File: config.mk
export PLATFORM = sky130hd
export DESIGN_NAME = i2cse_slave
export DESIGN_NICKNAME = d
export VERILOG_FILES = /design/src/pkg/i2cse_pkg.sv /design/src/hw/i2cse_slave.sv /design/src/hw/i2cse_sync.sv
export VERILOG_INCLUDE_DIRS = /design/src /design/src/pkg
export SDC_FILE = /design/constraint.sdc
export NUM_CORES = 1
export LEC_CHECK = 0
export BUFFER_PORTS_ARGS = -buffer_cell sky130_fd_sc_hd__buf_2
export CAP_MARGIN = 20
export CELL_PAD_IN_SITES_DETAIL_PLACEMENT = 1
export CELL_PAD_IN_SITES_GLOBAL_PLACEMENT = 2
export CORE_AREA = 2 2 126 79
export DETAILED_ROUTE_END_ITERATION = 10
export DIE_AREA = 0 0 128 81
export GPL_ROUTABILITY_DRIVEN = 0
export GPL_TIMING_DRIVEN = 0
export HOLD_SLACK_MARGIN = 0.05
export PLACE_DENSITY_LB_ADDON = 0.05
export SYNTH_ARGS = -nofsm -noshare
export SYNTH_HDL_FRONTEND = slang
export SYNTH_HIERARCHICAL = 1
export SYNTH_SLANG_ARGS = --single-unit
File: constraint.sdc
create_clock -name clk -period 5.4 [get_ports clk]
set_clock_uncertainty 0.05 [all_clocks]
set_input_delay 0.81 -clock clk [delete_from_list [all_inputs] [get_ports clk]]
set_output_delay 0.81 -clock clk [all_outputs]
set_load 0.05 [all_outputs]
File: src/pkg/i2cse_defs.svh
// Contract
// - Direction follows matched address read/write bit
// - Width select: 0 seven-bit, 1 ten-bit
// - General call answered only when enabled
// - Start-match flag set only on address match
// - Read match: direction, request, stretch until write
// - Buffer-to-shift move sets transmit request again
// - After master ack send next, else stretch
// - Stop ending slave transaction sets stop flag
// - Repeated start returns to address reception
// - Write match: clear direction, auto ack, flag
// - Unread receive buffer stretches until read
// - NACK request answers next acknowledge with NACK
// - NACK during stretch: release, overwrite buffer
// - Ten-bit full address: receiver, match flag
// - Ten-bit read: restart, first byte, direction one
// - Ten-bit first byte 11110, high bits, rw
// - Receiver drives acknowledge on ninth clock
`ifndef I2CSE_DEFS_SVH
`define I2CSE_DEFS_SVH
`define I2CSE_MODE_I2C 2'h3
`define I2CSE_GC_BYTE 8'h00
`define I2CSE_TEN_PREFIX 5'h1e
`define I2CSE_BYTE_BITS 4'h8
`define I2CSE_LAST_BIT 4'h7
`define I2CSE_RST_BYTE 8'h00
`define I2CSE_RST_CNT 4'h0
`endif

File: src/pkg/i2cse_pkg.sv
package i2cse_pkg;
  // Engine states, one-hot
  typedef enum logic [7:0] {
    I2CSE_IDLE     = 8'h01,
    I2CSE_RECV     = 8'h02,
    I2CSE_ACK      = 8'h04,
    I2CSE_TXD      = 8'h08,
    I2CSE_TXACK    = 8'h10,
    I2CSE_WAIT_ADR = 8'h20,
    I2CSE_WAIT_TX  = 8'h40,
    I2CSE_WAIT_RX  = 8'h80
  } i2cse_state_e;
  // Which byte of the frame is being received
  typedef enum logic [2:0] {
    I2CSE_ADDR1 = 3'h1,
    I2CSE_ADDR2 = 3'h2,
    I2CSE_DATA  = 3'h4
  } i2cse_phase_e;
endpackage

File: src/hw/i2cse_slave.sv
`timescale 1ns/1ps
`include "i2cse_defs.svh"
module i2cse_slave
  import i2cse_pkg::*;
(
  // Clock and reset
  input wire logic clk,
  input wire logic reset_n,
  // Module software reset, synchronous level
  input wire logic sw_reset,
  // Bus pins, split into in / out / enable
  input wire logic scl_in,
  output logic scl_out,
  output logic scl_oe,
  input wire logic sda_in,
  output logic sda_out,
  output logic sda_oe,
  // Configuration
  input wire logic [1:0] serial_mode_select,
  input wire logic synchronous_mode_bit,
  input wire logic master_select,
  input wire logic [9:0] own_address_zero,
  input wire logic own_address_ten_bit,
  input wire logic general_call_respond,
  // Direction status and its software clear
  output logic transmit_direction,
  input wire logic transmit_direction_clear,
  // Flags and their clears
  output logic start_match_flag,
  input wire logic start_match_clear,
  output logic stop_detect_flag,
  input wire logic stop_detect_clear,
  output logic transmit_request_flag,
  output logic receive_flag,
  // Transmit buffer write port
  input wire logic [7:0] transmit_buffer_data,
  input wire logic transmit_buffer_write,
  // Receive buffer read port
  output logic [7:0] receive_buffer,
  input wire logic receive_buffer_read,
  // NACK request: set pulse in, pending level out
  input wire logic nack_request_set,
  output logic nack_request
);
  // Synchronised and delayed pin levels
  logic scl_q, sda_q, scl_d, sda_d;
  // Engine state
  i2cse_state_e state;
  i2cse_phase_e phase;
  logic [3:0] cnt;        // Bit counter within a byte
  logic [7:0] sh;         // Shared shift register
  logic [7:0] tx_buf;     // Transmit holding buffer
  logic tx_full;          // Holding buffer has a byte
  logic drive_low;        // Pull SDA low
  logic acking;           // Current ninth bit is an ACK
  logic tx_mode;          // Addressed for reading
  logic master_ack;       // Master acknowledged last byte
  logic selected;         // Addressed since last stop
  logic ten_matched;      // Full ten-bit address seen
  // One-cycle event pulses towards the flag logic
  logic ev_match_rd, ev_match_wr, ev_move, ev_rx_load, ev_stop, ev_nack_sent;

  // Both pins pass two flops before any logic looks at them
  i2cse_sync #(.W(2)) u_sync (
    .clk(clk),
    .reset_n(reset_n),
    .d({scl_in, sda_in}),
    .q({scl_q, sda_q})
  );

  // Previous synchronised levels for edge finding
  always_ff @(posedge clk or negedge reset_n) begin
    if (!reset_n) begin
      scl_d <= 1'b1;
      sda_d <= 1'b1;
    end else begin
      scl_d <= scl_q;
      sda_d <= sda_q;
    end
  end

  // Bus events
  logic scl_rise, scl_fall, start_cond, stop_cond, active;
  assign scl_rise = scl_q & ~scl_d;
  assign scl_fall = ~scl_q & scl_d;
  assign start_cond = scl_q & scl_d & sda_d & ~sda_q;
  assign stop_cond = scl_q & scl_d & ~sda_d & sda_q;
  // Slave only works in I2C mode, synchronous, not master
  assign active = (serial_mode_select == `I2CSE_MODE_I2C) & synchronous_mode_bit & ~master_select & ~sw_reset;

  // Address compares on the just-received byte
  logic hit7, hit10, gc_hit;
  assign hit7 = ~own_address_ten_bit & (sh[7:1] == own_address_zero[6:0]);
  assign hit10 = own_address_ten_bit & (sh[7:3] == `I2CSE_TEN_PREFIX)
                 & (sh[2:1] == own_address_zero[9:8]);
  assign gc_hit = general_call_respond & (sh == `I2CSE_GC_BYTE);

  // Stretching pulls SCL low only; scl_oe is decoded from state, so a state change releases it in the same cycle
  assign scl_out = 1'b0;
  assign scl_oe = (state == I2CSE_WAIT_ADR) | (state == I2CSE_WAIT_TX) | (state == I2CSE_WAIT_RX);
  // SDA likewise only ever pulled low
  assign sda_out = 1'b0;
  assign sda_oe = drive_low;

  // Main engine: bit timing, address decode, buffers
  always_ff @(posedge clk or negedge reset_n) begin
    if (!reset_n) begin
      state <= I2CSE_IDLE;
      phase <= I2CSE_ADDR1;
      cnt <= `I2CSE_RST_CNT;
      sh <= `I2CSE_RST_BYTE;
      tx_buf <= `I2CSE_RST_BYTE;
      tx_full <= 1'b0;
      receive_buffer <= `I2CSE_RST_BYTE;
      drive_low <= 1'b0;
      acking <= 1'b0;
      tx_mode <= 1'b0;
      master_ack <= 1'b0;
      selected <= 1'b0;
      ten_matched <= 1'b0;
      ev_match_rd <= 1'b0;
      ev_match_wr <= 1'b0;
      ev_move <= 1'b0;
      ev_rx_load <= 1'b0;
      ev_stop <= 1'b0;
      ev_nack_sent <= 1'b0;
    end else begin
      ev_match_rd <= 1'b0;
      ev_match_wr <= 1'b0;
      ev_move <= 1'b0;
      ev_rx_load <= 1'b0;
      ev_stop <= 1'b0;
      ev_nack_sent <= 1'b0;
      // Software writes land in the holding buffer at any time
      if (transmit_buffer_write) begin
        tx_buf <= transmit_buffer_data;
        tx_full <= 1'b1;
      end
      if (!active) begin
        // Disabled: off the bus, forget any addressing
        state <= I2CSE_IDLE;
        drive_low <= 1'b0;
        selected <= 1'b0;
        ten_matched <= 1'b0;
      end else if (start_cond) begin
        // Start or restart: back to taking in an address
        state <= I2CSE_RECV;
        phase <= I2CSE_ADDR1;
        cnt <= `I2CSE_RST_CNT;
        drive_low <= 1'b0;
      end else if (stop_cond) begin
        // Stop ends the frame; flag only if we took part
        ev_stop <= selected;
        state <= I2CSE_IDLE;
        drive_low <= 1'b0;
        selected <= 1'b0;
        ten_matched <= 1'b0;
      end else begin
        case (state)
          I2CSE_RECV: begin
            if (scl_rise) begin
              // Sample on the rising edge, MSB first
              sh <= {sh[6:0], sda_q};
              cnt <= cnt + 4'h1;
            end else if (scl_fall && cnt == `I2CSE_BYTE_BITS) begin
              cnt <= `I2CSE_RST_CNT;
              case (phase)
                I2CSE_ADDR1: begin
                  if (gc_hit || (hit7 && !sh[0])) begin
                    // Write match: receive with automatic ACK
                    ev_match_wr <= 1'b1;
                    selected <= 1'b1;
                    tx_mode <= 1'b0;
                    phase <= I2CSE_DATA;
                    acking <= 1'b1;
                    drive_low <= 1'b1;
                    state <= I2CSE_ACK;
                  end else if ((hit7 || (hit10 && ten_matched)) && sh[0]) begin
                    // Read match: wait for a fresh byte before the ACK
                    ev_match_rd <= 1'b1;
                    selected <= 1'b1;
                    tx_mode <= 1'b1;
                    tx_full <= transmit_buffer_write;
                    state <= I2CSE_WAIT_ADR;
                  end else if (hit10 && !sh[0]) begin
                    // First ten-bit byte: ACK and take the low byte
                    phase <= I2CSE_ADDR2;
                    acking <= 1'b1;
                    drive_low <= 1'b1;
                    state <= I2CSE_ACK;
                  end else begin
                    // Not us: stay off the bus until next start
                    state <= I2CSE_IDLE;
                  end
                end
                I2CSE_ADDR2: begin
                  if (sh == own_address_zero[7:0]) begin
                    // Full ten-bit address: receiver mode
                    ev_match_wr <= 1'b1;
                    ten_matched <= 1'b1;
                    selected <= 1'b1;
                    tx_mode <= 1'b0;
                    phase <= I2CSE_DATA;
                    acking <= 1'b1;
                    drive_low <= 1'b1;
                    state <= I2CSE_ACK;
                  end else begin
                    state <= I2CSE_IDLE;
                  end
                end
                default: begin
                  if (nack_request) begin
                    // Requested NACK wins even over a full buffer
                    receive_buffer <= sh;
                    ev_rx_load <= 1'b1;
                    ev_nack_sent <= 1'b1;
                    acking <= 1'b0;
                    drive_low <= 1'b0;
                    state <= I2CSE_ACK;
                  end else if (receive_flag && !receive_buffer_read) begin
                    // Previous byte unread: hold SCL; a read in this very cycle frees the buffer
                    state <= I2CSE_WAIT_RX;
                  end else begin
                    receive_buffer <= sh;
                    ev_rx_load <= 1'b1;
                    acking <= 1'b1;
                    drive_low <= 1'b1;
                    state <= I2CSE_ACK;
                  end
                end
              endcase
            end
          end
          I2CSE_WAIT_ADR: begin
            // First byte written: release and ACK the address
            if (tx_full) begin
              acking <= 1'b1;
              drive_low <= 1'b1;
              state <= I2CSE_ACK;
            end
          end
          I2CSE_ACK: begin
            if (scl_fall) begin
              drive_low <= 1'b0;
              cnt <= `I2CSE_RST_CNT;
              if (!acking) begin
                // After a NACK wait for stop or restart
                state <= I2CSE_IDLE;
              end else if (tx_mode) begin
                // Move the held byte out and drive its MSB
                sh <= tx_buf;
                tx_full <= transmit_buffer_write;
                ev_move <= 1'b1;
                drive_low <= ~tx_buf[7];
                state <= I2CSE_TXD;
              end else begin
                state <= I2CSE_RECV;
              end
            end
          end
          I2CSE_TXD: begin
            if (scl_fall) begin
              if (cnt == `I2CSE_LAST_BIT) begin
                // Byte done: release SDA for the master's ACK
                drive_low <= 1'b0;
                state <= I2CSE_TXACK;
              end else begin
                cnt <= cnt + 4'h1;
                sh <= {sh[6:0], 1'b0};
                drive_low <= ~sh[6];
              end
            end
          end
          I2CSE_TXACK: begin
            if (scl_rise) begin
              master_ack <= ~sda_q;
            end else if (scl_fall) begin
              cnt <= `I2CSE_RST_CNT;
              if (!master_ack) begin
                // NACK from master: stop or restart follows
                state <= I2CSE_IDLE;
              end else if (tx_full) begin
                sh <= tx_buf;
                tx_full <= transmit_buffer_write;
                ev_move <= 1'b1;
                drive_low <= ~tx_buf[7];
                state <= I2CSE_TXD;
              end else begin
                // Empty buffer: stretch until software writes
                state <= I2CSE_WAIT_TX;
              end
            end
          end
          I2CSE_WAIT_TX: begin
            if (tx_full) begin
              sh <= tx_buf;
              tx_full <= transmit_buffer_write;
              ev_move <= 1'b1;
              drive_low <= ~tx_buf[7];
              state <= I2CSE_TXD;
            end
          end
          I2CSE_WAIT_RX: begin
            if (nack_request) begin
              // Release at once; the unread byte is overwritten
              receive_buffer <= sh;
              ev_rx_load <= 1'b1;
              ev_nack_sent <= 1'b1;
              acking <= 1'b0;
              drive_low <= 1'b0;
              state <= I2CSE_ACK;
            end else if (receive_buffer_read) begin
              receive_buffer <= sh;
              ev_rx_load <= 1'b1;
              acking <= 1'b1;
              drive_low <= 1'b1;
              state <= I2CSE_ACK;
            end
          end
          default: begin
            // Idle: nothing until a start
            state <= I2CSE_IDLE;
          end
        endcase
      end
    end
  end

  // Direction: hardware decides after the address, beats software clear
  always_ff @(posedge clk or negedge reset_n) begin
    if (!reset_n) begin
      transmit_direction <= 1'b0;
    end else if (ev_match_rd) begin
      transmit_direction <= 1'b1;
    end else if (ev_match_wr || transmit_direction_clear) begin
      transmit_direction <= 1'b0;
    end
  end

  // Start-match flag, set wins over clear
  always_ff @(posedge clk or negedge reset_n) begin
    if (!reset_n) begin
      start_match_flag <= 1'b0;
    end else if (ev_match_rd || ev_match_wr) begin
      start_match_flag <= 1'b1;
    end else if (start_match_clear || sw_reset) begin
      start_match_flag <= 1'b0;
    end
  end

  // Stop-detect flag
  always_ff @(posedge clk or negedge reset_n) begin
    if (!reset_n) begin
      stop_detect_flag <= 1'b0;
    end else if (ev_stop) begin
      stop_detect_flag <= 1'b1;
    end else if (stop_detect_clear || sw_reset) begin
      stop_detect_flag <= 1'b0;
    end
  end

  // Transmit request: cleared by a buffer write
  always_ff @(posedge clk or negedge reset_n) begin
    if (!reset_n) begin
      transmit_request_flag <= 1'b0;
    end else if (ev_match_rd || ev_move) begin
      transmit_request_flag <= 1'b1;
    end else if (transmit_buffer_write || sw_reset) begin
      transmit_request_flag <= 1'b0;
    end
  end

  // Receive flag: cleared by a buffer read
  always_ff @(posedge clk or negedge reset_n) begin
    if (!reset_n) begin
      receive_flag <= 1'b0;
    end else if (ev_rx_load) begin
      receive_flag <= 1'b1;
    end else if (receive_buffer_read || sw_reset) begin
      receive_flag <= 1'b0;
    end
  end

  // NACK request stays pending until the NACK is committed
  always_ff @(posedge clk or negedge reset_n) begin
    if (!reset_n) begin
      nack_request <= 1'b0;
    end else if (nack_request_set) begin
      nack_request <= 1'b1;
    end else if (ev_nack_sent || sw_reset) begin
      nack_request <= 1'b0;
    end
  end
endmodule

File: src/hw/i2cse_sync.sv
`timescale 1ns/1ps
module i2cse_sync #(
  parameter int W = 2
) (
  // Clock and reset
  input wire logic clk,
  input wire logic reset_n,
  // Asynchronous in, synchronous out
  input wire logic [W-1:0] d,
  output logic [W-1:0] q
);
  // First stage, read only by the second
  logic [W-1:0] meta;

  // A zero-width synchroniser has nothing to carry; refuse it at elaboration
  if (W < 1) begin : g_bad_width
    $error("i2cse_sync: W must be at least 1");
  end

  // Two flops; pins idle high so reset to ones avoids a false start
  always_ff @(posedge clk or negedge reset_n) begin
    if (!reset_n) begin
      meta <= '1;
      q <= '1;
    end else begin
      meta <= d;
      q <= meta;
    end
  end
endmodule

==> flow_metrics.py <==
metrics = {
    "status": {
        "status": "complete, no violations",
    },
    "clock_network": {
        "post_cts_buffers": 0,
        "clk_path_buf_depth": 2,
        "clock-sinks": 64,
        "clkLatencyLatePin_ns": 0.33,
        "ctsRootBufferMaster": "clkbuf_16",
        "ctsHoldBuffers": 0,
        "cts_buffers": 9,
        "cts.clk_slew.worst_paths_ns": 0.06,
        "cts-resized-gates": 0,
        "tritoncts": "built",
        "htreeDepth": 3,
    },
    "floorplan": {
        "ios": 53,
        "die_h_um": 81,
        "die_w_um": 128,
        "rows": 28,
        "core_um2": 9390,
        "fp.dieArea_um2": 10400,
        "initial_core_util_pct": 38.5,
    },
    "finish": {
        "multiInputGateArea_um2": 1900,
        "layout_commonest_cell": "dfrtp_1",
        "area_delta_synth_final_pct": 19.8,
        "stdcell_count": 523,
        "final_util_pct": 46.1,
        "seq_area_um2": 1610,
        "antenna_cells": 0,
        "nFillCells": 1052,
        "drive_gt1_share_pct": 32.3,
        "layout_common_cells": "dfrtp_1 (56), buf_2 (55), nor2_1 (29)",
        "fin_nets": 435,
    },
    "sta": {
        "finalSetupTns_ns": 0,
        "setup_viol": 0,
        "min_period_ns": 2.85,
        "rsz0062_at_grt": "no",
        "slew_headroom_pct": 44.7,
        "tightest_slew_ns": 0.829,
        "hold_violations": 0,
        "hold_ws_ns": 0.306,
        "fin_crit_sh_pct": 52.7,
        "clock.fmax_mhz": 351,
        "drv_slew": 0,
    },
    "synth": {
        "async_flop_share_pct": 100,
        "avgSynthCellArea_um2": 10.7,
        "synth-adder-area-share_pct": 0.692,
        "netlist_instances": 337,
        "ys_warn_count": 6,
        "post_synth_and_or_nand_nor_area_fraction_pct": 20.6,
        "synthTopCellsByArea": "dfrtp_1 (39%), mux2_2 (6.2%), dfstp_2 (5.8%)",
        "synth_top_flop_cell": "dfrtp_1",
        "synth_area_um2": 3620,
        "synth_seq_cells": 64,
        "synth_mux_area_share_pct": 11.7,
        "synth_area_leader_cell": "dfrtp_1",
        "synth_top_family_by_area": "simple AND/OR/NAND/NOR gates",
        "synth_compound_area_share_pct": 14.8,
        "synth-seq-area-share_pct": 44.6,
        "yosysUniqueCellTypes": 71,
        "synth_edf_count": 0,
        "yosysTopAreaCellShare_pct": 38.8,
        "synth-xor-area-share_pct": 4.60,
    },
    "global_route": {
        "first_global_vias": 2923,
        "grt_overflow": 0,
        "grt_max_degree": 65,
        "grt_use_total_pct": 21.8,
        "grt_pass1_wl_um": 16800,
        "grt_antenna_before_repair": 0,
    },
    "worst_setup_path": {
        "cp_data_arrival_time_ns": 3.01,
        "crit_family": "simple AND/OR/NAND/NOR gates",
        "critPathMaxFanout": 9,
        "path_buf_inv": 0,
        "cp-start-kind": "register",
        "path_cells": "nor4_4 > nand3_1 > o32ai_1 > nor4_2 > o21a_1 > a21oi_2 > mux2_1",
        "slowest_delay_ns": 0.53,
        "path_class": "reg2reg",
        "cp.required_ns": 5.56,
        "end_kind": "register",
        "cp_slowest_cell": "nor4_4",
    },
    "detailed_routing": {
        "routed-via-count": 2924,
        "met1Wirelength_um": 5620,
        "detail-route-antenna-nets": 0,
        "dr.pass1.iters": 4,
        "wl_met2_um": 4060,
        "remaining_drc_errors": 0,
        "wl_per_cell_um": 19.8,
        "highest-signal-layer": "met4",
        "wirelength_um": 10400,
        "first_iter_violations": 156,
        "wl_met3_um": 590,
        "via_per_inst": 5.59,
    },
    "power": {
        "ir_drop_mv": 0.158,
        "p_leak_nw": 2.03,
        "power_density_nw_per_um2": 275,
    },
    "placement": {
        "numPortBuffers": 49,
        "dp_cells": 507,
        "detailed_place_hpwl_um": 7750,
    },
    "worst_hold_path": {
        "hp-class": "reg2reg",
    },
    "job": {
        "drv_cap": 0,
    },
}
==> sequential cells by signal (all words and copies together), names as in the netlist, 2 cells and up <==
| signal | flops |
|---|---|
| receive_buffer | 8 |
| phase | 3 |
| u_sync/q | 2 |
| cnt | 4 |
| tx_buf | 8 |
| sh | 8 |
| u_sync/meta | 2 |
| state | 8 |
==> final timing paths <==
| kind | from | to | slack [ns] | cells past startpoint |
|---|---|---|---|---|
| max | state[1] | state[1] | 2.55 | 7 |
| max in group asynchronous | reset_n | ev_match_rd | 4.22 | 1 |
| max reg2reg | state[1] | state[1] | 2.55 | 7 |
| min in group asynchronous | reset_n | tx_buf[2] | 0.53 | 1 |
| min reg2reg | u_sync/meta[0] | u_sync/q[0] | 0.31 | 0 |
| min | u_sync/meta[0] | u_sync/q[0] | 0.31 | 0 |
==> power breakdown <==
| part | internal (mW) | switching, mW |
|---|---|---|
| sequential | 0.492 | 0.00755 |
| clock | 0.416 | 0.208 |
| combinational | 0.0259 | 0.0403 |
==> through the flow <==
| stage | cell area (um2) | total power [mW] | setup WS (ns) |
|---|---|---|---|
| 2_1_floorplan | 3620 | 0.538 | 2.88 |
| 3_3_place_gp | 4020 | 0.572 | 2.27 |
| 3_5_place_dp | 4020 | 0.575 | 2.25 |
| 4_1_cts | 4330 | 1.21 | 2.56 |
| 5_1_grt | 4330 | 1.24 | 2.36 |
| 6_report | 4330 | 1.19 | 2.55 |
==> Yosys cell counts, types with 6 or more instances <==
| library cell | count |
|---|---|
| a21o_1 | 7 |
| xnor2_1 | 8 |
| inv_1 | 6 |
| nand4b_1 | 9 |
| mux2_2 | 20 |
| buf_2 | 7 |
| a21oi_1 | 18 |
| nand2_1 | 27 |
| nand3_1 | 8 |
| mux2_4 | 8 |
| xor2_1 | 11 |
| dfrtp_1 | 56 |
| o21ai_0 | 7 |
| nand2b_1 | 6 |
| nor2_1 | 29 |
| dfstp_2 | 8 |
==> cell type report <==
class	count	area share [%]
buffer	14	1.93
tap	120	3.47
clock inverter	3	1.50
inverter	6	0.520
clock buffer	13	5.78
multi-input combinational	254	43.9
sequential	64	37.2
timing repair buffer	49	5.72
==> worst register-to-register path, delay by kind of cell, from the launching register on <==
family          cells  cell delay [ns]
compound gates      3             0.91
mux                 1             0.37
simple gates        3             0.94
flops               1             0.45
==> cells by family (layout without fill, tap and decap cells) <==
logic type                 count (synthesis)  count (layout)
xor gates and xnor gates                  19              19
buffers and inverters                     20              85
adders and majority gates                  2               2
muxes                                     35              35
DFF                                       64              64
AOI/OAI and AO/OA                         74              74
other                                      1               2
and+or+nand+nor                          122             122
==> layer usage <==
metal / GRT usage, % / vias to the layer above
li1: - / 1358
met1: 33.4 / 1471
met2: 30.3 / 83
met3: 5.47 / 12
met4: 5.27 / 0
met5: 0 / -
Power figures use the tool's default switching activity.
